**src/verilog/asr_pkg.sv**
```systemverilog
// shared constants and types for the async sram host controller
package asr_pkg;
    localparam int ASR_ADDR_W = 21;
    localparam int ASR_DATA_W = 8;
    localparam int ASR_CLK_PERIOD_PS = 8000;
    localparam int ASR_POWERUP_MS = 1;
    localparam int ASR_POWERUP_CYC = (ASR_POWERUP_MS * 1000000000 + ASR_CLK_PERIOD_PS - 1)
        / ASR_CLK_PERIOD_PS;
    localparam int ASR_SETUP_PS = 12000;
    localparam int ASR_PHASE_CYC = (ASR_SETUP_PS + ASR_CLK_PERIOD_PS - 1) / ASR_CLK_PERIOD_PS;
    localparam logic [1:0] ASR_PHASE_RESET = 2'h0;
    localparam logic [31:0] ASR_WAIT_RESET = 32'h0;

    typedef struct packed {
        logic [ASR_ADDR_W-1:0] addr;
        logic chip_select_low_n;
        logic chip_select_high;
        logic output_enable_n;
        logic write_strobe_n;
        logic [ASR_DATA_W-1:0] data_out;
        logic data_oe;
    } asr_pins_t;

    typedef struct packed {
        logic write;
        logic [ASR_ADDR_W-1:0] addr;
        logic [ASR_DATA_W-1:0] wdata;
    } asr_req_t;
endpackage : asr_pkg

```
**src/verilog/asr_host.sv**
```systemverilog
// host controller driving an asynchronous 2M x 8 static memory
`timescale 1ns/1ps
module asr_host
    import asr_pkg::*;
#(
    parameter int POWERUP_CYC = ASR_POWERUP_CYC
)
(
    input wire logic ref_clk,
    input wire logic reset,
    input wire logic req_valid,
    input wire asr_req_t req,
    output logic req_ready,
    output logic rsp_valid,
    output logic [ASR_DATA_W-1:0] rsp_data,
    output asr_pins_t pins,
    input wire logic [ASR_DATA_W-1:0] data_pins_in
);
    ////////////////////////////////////////////////////////////////////////
    typedef enum logic [5:0] {
        S_POWERUP = 6'h01,
        S_IDLE = 6'h02,
        S_SETUP = 6'h04,
        S_ACTIVE = 6'h08,
        S_END = 6'h10,
        S_SAMPLE = 6'h20
    } asr_state_t;

    typedef struct packed {
        asr_state_t fsm;
        logic [31:0] wait_cnt;
        logic [1:0] phase;
        logic is_write;
        asr_pins_t pins;
        logic rsp_valid;
        logic [ASR_DATA_W-1:0] rsp_data;
    } asr_host_state_t;

    asr_host_state_t st;
    asr_host_state_t next_st;
    logic [ASR_DATA_W-1:0] data_sync;

    function automatic logic [1:0] phase_max();
        return 2'(ASR_PHASE_CYC);
    endfunction : phase_max

    asr_sync u_sync (
        .ref_clk(ref_clk),
        .reset(reset),
        .din(data_pins_in),
        .dout(data_sync)
    );

    ////////////////////////////////////////////////////////////////////////
    always_comb begin
        next_st = st;
        next_st.rsp_valid = 1'b0;
        case (st.fsm)
            S_POWERUP: begin
                if (st.wait_cnt >= 32'(POWERUP_CYC - 1)) begin
                    next_st.fsm = S_IDLE;
                end else begin
                    next_st.wait_cnt = st.wait_cnt + 32'h1;
                end
            end
            S_IDLE: begin
                if (req_valid) begin
                    next_st.pins.addr = req.addr;
                    next_st.pins.data_out = req.wdata;
                    next_st.is_write = req.write;
                    next_st.phase = ASR_PHASE_RESET;
                    next_st.fsm = S_SETUP;
                end
            end
            S_SETUP: begin
                next_st.pins.chip_select_low_n = 1'b0;
                next_st.pins.chip_select_high = 1'b1;
                if (st.is_write) begin
                    next_st.pins.write_strobe_n = 1'b0;
                    next_st.pins.data_oe = 1'b1;
                    next_st.pins.output_enable_n = 1'b1;
                end else begin
                    next_st.pins.write_strobe_n = 1'b1;
                    next_st.pins.output_enable_n = 1'b0;
                end
                next_st.fsm = S_ACTIVE;
            end
            S_ACTIVE: begin
                if (st.phase >= phase_max()) begin
                    next_st.fsm = st.is_write ? S_END : S_SAMPLE;
                    next_st.pins.write_strobe_n = 1'b1;
                end else begin
                    next_st.phase = st.phase + 2'h1;
                end
            end
            S_SAMPLE: begin
                next_st.phase = st.phase - 2'h1;
                if (st.phase == 2'h1) begin
                    next_st.rsp_data = data_sync;
                    next_st.rsp_valid = 1'b1;
                    next_st.pins.chip_select_low_n = 1'b1;
                    next_st.pins.chip_select_high = 1'b0;
                    next_st.pins.output_enable_n = 1'b1;
                    next_st.fsm = S_IDLE;
                end
            end
            S_END: begin
                next_st.pins.data_oe = 1'b0;
                next_st.pins.chip_select_low_n = 1'b1;
                next_st.pins.chip_select_high = 1'b0;
                next_st.rsp_valid = 1'b1;
                next_st.fsm = S_IDLE;
            end
            default: begin
                next_st.fsm = S_IDLE;
            end
        endcase
    end

    always_ff @(posedge ref_clk) begin
        if (reset) begin
            st.fsm <= S_POWERUP;
            st.wait_cnt <= ASR_WAIT_RESET;
            st.phase <= ASR_PHASE_RESET;
            st.is_write <= 1'b0;
            st.pins.addr <= '0;
            st.pins.chip_select_low_n <= 1'b1;
            st.pins.chip_select_high <= 1'b0;
            st.pins.output_enable_n <= 1'b1;
            st.pins.write_strobe_n <= 1'b1;
            st.pins.data_out <= '0;
            st.pins.data_oe <= 1'b0;
            st.rsp_valid <= 1'b0;
            st.rsp_data <= '0;
        end else begin
            st <= next_st;
        end
    end

    assign req_ready = (st.fsm == S_IDLE);
    assign pins = st.pins;
    assign rsp_valid = st.rsp_valid;
    assign rsp_data = st.rsp_data;
endmodule : asr_host

```
**src/verilog/asr_sync.sv**
```systemverilog
// two-flop synchroniser for the data pins
`timescale 1ns/1ps
module asr_sync
    import asr_pkg::*;
(
    input wire logic ref_clk,
    input wire logic reset,
    input wire logic [ASR_DATA_W-1:0] din,
    output logic [ASR_DATA_W-1:0] dout
);
    typedef struct packed {
        logic [ASR_DATA_W-1:0] s1;
        logic [ASR_DATA_W-1:0] s2;
    } asr_sync_state_t;
    asr_sync_state_t st;
    asr_sync_state_t next_st;

    always_comb begin
        next_st.s1 = din;
        next_st.s2 = st.s1;
    end

    always_ff @(posedge ref_clk) begin
        if (reset) begin
            st <= '0;
        end else begin
            st <= next_st;
        end
    end

    assign dout = st.s2;
endmodule : asr_sync
```
**config.mk**
```make
export PLATFORM = sky130hd
export DESIGN_NAME = asr_host
export DESIGN_NICKNAME = d
export VERILOG_FILES = /design/src/verilog/asr_pkg.sv /design/src/verilog/asr_host.sv /design/src/verilog/asr_sync.sv
export SDC_FILE = /design/constraint.sdc
export NUM_CORES = 1
export LEC_CHECK = 0
export ABC_CLOCK_PERIOD_IN_PS = 4400
export BUFFER_PORTS_ARGS = -buffer_cell sky130_fd_sc_hd__buf_4
export CORE_ASPECT_RATIO = 2
export CORE_MARGIN = 5
export CORE_UTILIZATION = 25
export CTS_CLUSTER_DIAMETER = 50
export DETAILED_ROUTE_END_ITERATION = 10
export PLACE_DENSITY_LB_ADDON = 0.1
export SLEW_MARGIN = 20
export SYNTH_ARGS = -nofsm -noshare
export SYNTH_HDL_FRONTEND = slang
export SYNTH_HIERARCHICAL = 1
export SYNTH_SLANG_ARGS = --single-unit
```
**constraint.sdc**
```tcl
create_clock -name ref_clk -period 4.4 [get_ports ref_clk]
set_input_delay 1.1 -clock ref_clk [delete_from_list [all_inputs] [get_ports ref_clk]]
set_output_delay 1.1 -clock ref_clk [all_outputs]
set_load 0.1 [all_outputs]
```
==> reports/metrics.yaml, run 1 <==
slew_violations: 0
reg2reg_from: "st[46]$_SDFFE_PP0P_"
cts_max_level: 3
reg2reg_slack_ns: 1.96
final_area_sq_um: 4890
fin_skew_ns: 0.00921
critPathKind: "reg -> out"
row_count: 66
slowest_delay_ns: 0.55
syn_area_sq_um: 4090
ys_types: 52
async_reset_ff_share_pct: 0
routed_wirelength_mm: 10.1
numPortBuffers: 84
wl_met3_um: 458
ys_seq_area_share_pct: 48.9
numClockSinks: 100
drc: 0
post-route-period-util_pct: 71.4
ios: 85
slowest_stage: "or4_1"
hold_path.class: "reg -> reg"
grtUsageTotal_pct: 10.7
root_buffer: "clkbuf_16"
wl_met2_mm: 5.49
dpl_cell_area_sq_um: 4580
startpoint: "st[80]$_SDFFE_PP0P_"
synth_flop_cell: "dfxtp_1"
met1Wirelength_mm: 3.81
rsz0062_at_grt: "false"
syn-num-nets: 498
power.density_nw_per_um2: 393
cp.required_ns: 3.30
multi_input_area_sq_um: 1640
nNetsFinal: 534
cts_tree: "yes"
drive_gt1_share_pct: 25.7
tightest_slew_ns: 0.830
register_area_sq_um: 2000
vias: 3155
via_per_inst: 4.51
initial_core_util_pct: 25.3
yosys_register_bits: 100
place_hpwl_mm: 7.30
ys_top_cells_by_area: "dfxtp_1 (49%), buf_4 (7.9%), nand2_1 (7.0%)"
slew_headroom_pct: 44.7
clk_latency_ns: 0.35
cts_resized: 0
timing.rr.end: "st[59]$_SDFFE_PP0P_"
grt-ovfl-total: 0
cts.path.max_buffers: 2
fill_cells: 1772
antenna_found_initial: 0
yosysMostFrequentCell: "dfxtp_1"
grt_max_degree: 77
yosysTopAreaCellShare_pct: 48.9
crit_chain: "or4_1, or3b_4, inv_2, buf_4"
die_h_um: 191
fmax_mhz: 318
clkSlewWorstSetupHoldPaths_ns: 0.07
min_from: "u_sync/next_st[6]$_SDFF_PP0_"
gp_congestion: 0.792
rr_worst_depth: 6
cts_setup_buffers: 0
die_w_um: 100
coreArea_sq_um: 16200
max_cap_viol_count: 0
fin_hold_ws_ns: 0.442
detail_route.first_pass.iterations: 5
cts-buffers-inserted: 9
p_leak_nw: 1.92
netlist_instances: 454
setup_viol: 0
avgSynthCellArea_sq_um: 9.02
netlist_top_cells_count: "dfxtp_1 (100), nand2_1 (76), a21oi_1 (52), buf_4 (43), nor2_1 (19)"
finalHoldViolCount: 0
tns_ns: 0
synth.largest_area_cell: "dfxtp_1"
yosysWarnings: 6
cp_data_arrival_time_ns: 2.04
die_area_sq_um: 19200
holdPathEnd: "u_sync/dout[6]$_SDFF_PP0_"
cts-hold-fix-buffers: 0
status: "complete, no violations"
fin_crit_ns: 3.14
grt_pass1_wl_mm: 16.0
grt_pass1_vias: 3116
synth_edf_count: 0
hold_depth: 1
num_antenna_cells: 0
startpoint_type: "flip-flop"
ant_nets: 0
vdd_drop_max_v: 0.000180
initialDrtViolationCount: 88
area_growth_pct: 19.6
drt-wirelength-per-cell_um: 14.4
top_layer: "met4"
crit_path_end_kind: "output pin"
worstPathMaxFanout: 7
[critical path, delay by kind of cell, from the launching register on]
family / cells / cell delay (ns)
and+or+nand+nor: 2 / 0.95
buffers and inverters: 2 / 0.39
DFF: 1 / 0.35
[flip-flops by register name (all words and copies together) (netlist names)]
register / flops
pins: 34
rsp_data: 8
rsp_valid: 1
st: 41
u_sync/dout: 8
u_sync/next_st: 8
[report_power, final]
group	switching (mW)	total, mW	internal, mW
clock network	0.385	0.844	0.459
registers	0.0142	0.937	0.923
logic	0.0843	0.144	0.0595
total	0.483	1.92	1.44
[per-layer routing]
metal	vias to the layer above	track usage, %
met4	0	5.45
met5	-	0
li1	1585	-
met1	1471	11.4
met2	80	19.2
met3	19	2.41
[cell usage in the layout (no fill, tap or decap), drive strengths merged, types with 4 or more instances in the layout]
| master | instances |
|---|---|
| buf | 87 |
| nand2b | 4 |
| or3 | 16 |
| a21oi | 53 |
| and4 | 4 |
| and2b | 6 |
| clkbuf | 9 |
| nor2b | 25 |
| nor2 | 19 |
| nand3 | 4 |
| o21ai | 12 |
| nor3 | 4 |
| mux2i | 8 |
| dfxtp | 100 |
| inv | 12 |
| nor4 | 6 |
| nand2 | 76 |
| or4 | 8 |
[cells by family after synthesis]
logic type | count (synthesis) | synth area share [%]
AND/OR/NAND/NOR | 190 | 24.8
AO/OA/AOI/OAI | 83 | 12.1
flip-flops | 100 | 48.9
multiplexers | 8 | 1.96
buffers and inverters | 69 | 11.1
adder cells (fa/ha/maj) | 3 | 0.917
XOR/XNOR | 1 | 0.214
[through the flow]
stage	instances	worst slack [ns]	total power [mW]	util (%)
floorplan	454	1.68	1.05	-
global placement	683	1.64	1.10	28.3
detailed placement	683	1.64	1.11	28.3
CTS	699	1.24	1.97	30.2
global route	699	1.21	2.01	30.2
finish	699	1.26	1.92	30.2
[area by class of cell]
type | instances | area share (%)
Clock inverter | 7 | 1.84
Clock buffer | 9 | 4.60
Sequential cell | 100 | 40.9
Timing Repair Buffer | 87 | 13.3
Inverter | 7 | 0.537
Multi-Input combinational cell | 285 | 33.6
Tap cell | 204 | 5.21
[worst max path at each step]
stage / endpoint / slack, ns / depth (start not counted)
floorplan: req_ready / 1.68 / 3
global placement: req_ready / 1.64 / 4
detailed placement: req_ready / 1.64 / 4
CTS: req_ready / 1.24 / 4
global route: req_ready / 1.21 / 4
finish: req_ready / 1.26 / 4
No activity file was read; power rests on OpenSTA's default activity.
==> inputs of run 2 (changes only) <==
--- a/config.mk
+++ b/config.mk
@@ -5,7 +5,8 @@
 export SDC_FILE = /design/constraint.sdc
 export NUM_CORES = 1
 export LEC_CHECK = 0
-export ABC_CLOCK_PERIOD_IN_PS = 4400
+export ABC_AREA = 1
+export ABC_CLOCK_PERIOD_IN_PS = 3100
 export BUFFER_PORTS_ARGS = -buffer_cell sky130_fd_sc_hd__buf_4
 export CORE_ASPECT_RATIO = 2
 export CORE_MARGIN = 5
==> constraint.sdc (replaced) <==
create_clock -name ref_clk -period 3.1 [get_ports ref_clk]
set_input_delay 0.775 -clock ref_clk [delete_from_list [all_inputs] [get_ports ref_clk]]
set_output_delay 0.775 -clock ref_clk [all_outputs]
set_load 0.1 [all_outputs]
==> run 2 against run 1 <==
Total power rose by 83%. Die area rose by 3.5%. Routed wire length rose by 4.3%. Flip-flop and latch count did not move. Combinational power rose to 6.4 times the previous value. Clock power rose by 36%. Setup slack got worse by 0.53 ns. First-iteration DRC count rose by 36%. Global-route usage rose by 0.49 points.
==> reports/metrics.yaml, run 2 <==
status: "complete, no violations"
vias: 3467
slew_violations: 0
hold_path.class: "reg -> reg"
max_cap_viol_count: 0
routed_wirelength_mm: 10.5
fmax_mhz: 421
area_growth_pct: 18.6
cts_max_level: 3
clk_latency_ns: 0.35
netlist_instances: 586
root_buffer: "clkbuf_16"
vdd_drop_max_v: 0.000353
slew_headroom_pct: 31.6
cts.path.max_buffers: 2
ys_top_cells_by_area: "dfxtp_1 (47%), nor2_1 (14%), buf_4 (7.8%)"
row_count: 67
top_register: "st"
netlist_top_cells_count: "nor2_1 (154), dfxtp_1 (100), inv_1 (76), nand2_1 (66), o21ai_0 (45)"
die_w_um: 102
initial_core_util_pct: 25.3
setup_viol: 0
yosys_register_bits: 100
fill_cells: 1880
num_antenna_cells: 0
ant_nets: 0
numPortBuffers: 84
dpl_cell_area_sq_um: 4740
layout_commonest_cell: "nor2_1"
synth_flop_cell: "dfxtp_1"
fin_skew_ns: 0.00840
avgSynthCellArea_sq_um: 7.25
critPathKind: "reg -> out"
p_leak_nw: 2.41
drive_gt1_share_pct: 20.1
via_per_inst: 4.16
cts-buffers-inserted: 9
drc: 0
reg_top3: "st: 41 flops, pins: 34 flops"
post-route-period-util_pct: 76.6
final_area_sq_um: 5040
tightest_slew_ns: 1.03
cts_setup_buffers: 0
die_area_sq_um: 19900
fin_crit_ns: 2.37
tns_ns: 0
async_reset_ff_share_pct: 0
antenna_found_initial: 0
cts-hold-fix-buffers: 0
clkSlewWorstSetupHoldPaths_ns: 0.07
cp_data_arrival_time_ns: 1.60
finalHoldViolCount: 0
initialDrtViolationCount: 120
cts_resized: 0
coreArea_sq_um: 16800
nNetsFinal: 666
ys_seq_area_share_pct: 47.1
place_hpwl_mm: 7.76
syn_area_sq_um: 4250
drt-wirelength-per-cell_um: 12.6
final_cell_mix: "nor2_1 (154), dfxtp_1 (100), buf_4 (86)"
cts_tree: "yes"
numClockSinks: 100
rsz0062_at_grt: "false"
grt_pass1_vias: 3551
syn-num-nets: 630
yosysWarnings: 6
fin_util_pct: 30.1
cp.required_ns: 2.32
ios: 85
crit_path_end_kind: "output pin"
startpoint_type: "flip-flop"
grt_max_degree: 49
synth.largest_area_cell: "dfxtp_1"
synth_edf_count: 0
worstPathMaxFanout: 4
power.density_nw_per_um2: 698
grt-ovfl-total: 0
grtUsageTotal_pct: 11.2
detail_route.first_pass.iterations: 4
gp_congestion: 0.755
grt_pass1_wl_mm: 17.4
yosysMostFrequentCell: "nor2_1"
yosysTopAreaCellShare_pct: 47.1
ys_types: 26
die_h_um: 194
largest_reg_flops: 41
-- run 2: cell types whose count changed in the layout (fill, tap and decap cells not counted), sizes merged, moves of 5 or more --
cell and change:
nand4 +10, inv +72, nand2 -7, or4 -8, nand3 +20, nor2 +146
nor2b -25, nor4 -5, and2b -6, or3 -16, mux2i -8, a21oi -44
o21ai +37
-- run 2: cell families after synthesis --
logic type | synth area share [%]
adder cells (fa/ha/maj) | 0.883
AO/OA/AOI/OAI | 7.51
buffers and inverters | 17.1
flip-flops | 47.1
AND/OR/NAND/NOR | 27.4
-- run 2: per-stage QoR --
| stage | worst slack (ns) | hold slack (ns) | instances | power [mW] |
|---|---|---|---|---|
| 6_report | 0.726 | 0.403 | 834 | 3.52 |
| 5_1_grt | 0.652 | 0.425 | 834 | 3.71 |
| 4_1_cts | 0.716 | 0.404 | 834 | 3.58 |
| 3_5_place_dp | 0.787 | 0.395 | 818 | 2.41 |
| 3_3_place_gp | 0.819 | 0.392 | 818 | 2.40 |
| 2_1_floorplan | 1.03 | 0.388 | 586 | 2.25 |
-- run 2: area by class of cell --
type / count / area [sq um] / share of cell area, %
Clock buffer: 10 / 239 / 4.74
Tap cell: 207 / 259 / 5.14
Timing Repair Buffer: 86 / 646 / 12.8
Multi-Input combinational cell: 342 / 1520 / 30.2
Clock inverter: 6 / 61.3 / 1.22
Sequential cell: 100 / 2000 / 39.7
Inverter: 83 / 312 / 6.18
-- run 2: per-layer routing --
layer / share of wire (%) / track usage (%)
met1: 37 / 11.2
met2: 55 / 20.6
met3: 4.5 / 3.23
met4: 2.7 / 4.82
met5: 0 / 0
-- run 2: final timing paths --
kind                            cells after the start                    startpoint  slack (ns)                         to
worst min-delay path                                2  u_sync/next_st[4]$_SDFF_PP0_        0.40  u_sync/dout[4]$_SDFF_PP0_
worst max-delay path                                4           st[82]$_SDFFE_PP0P_        0.73                  req_ready
worst max register to register                     12           st[47]$_SDFFE_PP0P_        1.06        st[60]$_SDFFE_PP0P_
worst min register to register                      2  u_sync/next_st[4]$_SDFF_PP0_        0.40  u_sync/dout[4]$_SDFF_PP0_
-- run 2: where the power goes --
group	internal, mW	total (mW)	switching [mW]
Combinational	0.223	0.928	0.705
Clock	0.647	1.15	0.501
Sequential	1.38	1.44	0.0592
Total	2.25	3.52	1.27
-- run 2: critical path, stage by stage (launching register included) --
cell	delay (ns)
dfxtp_1	0.34
nor2_2	0.19
nand4_1	0.21
inv_1	0.18
buf_4	0.32
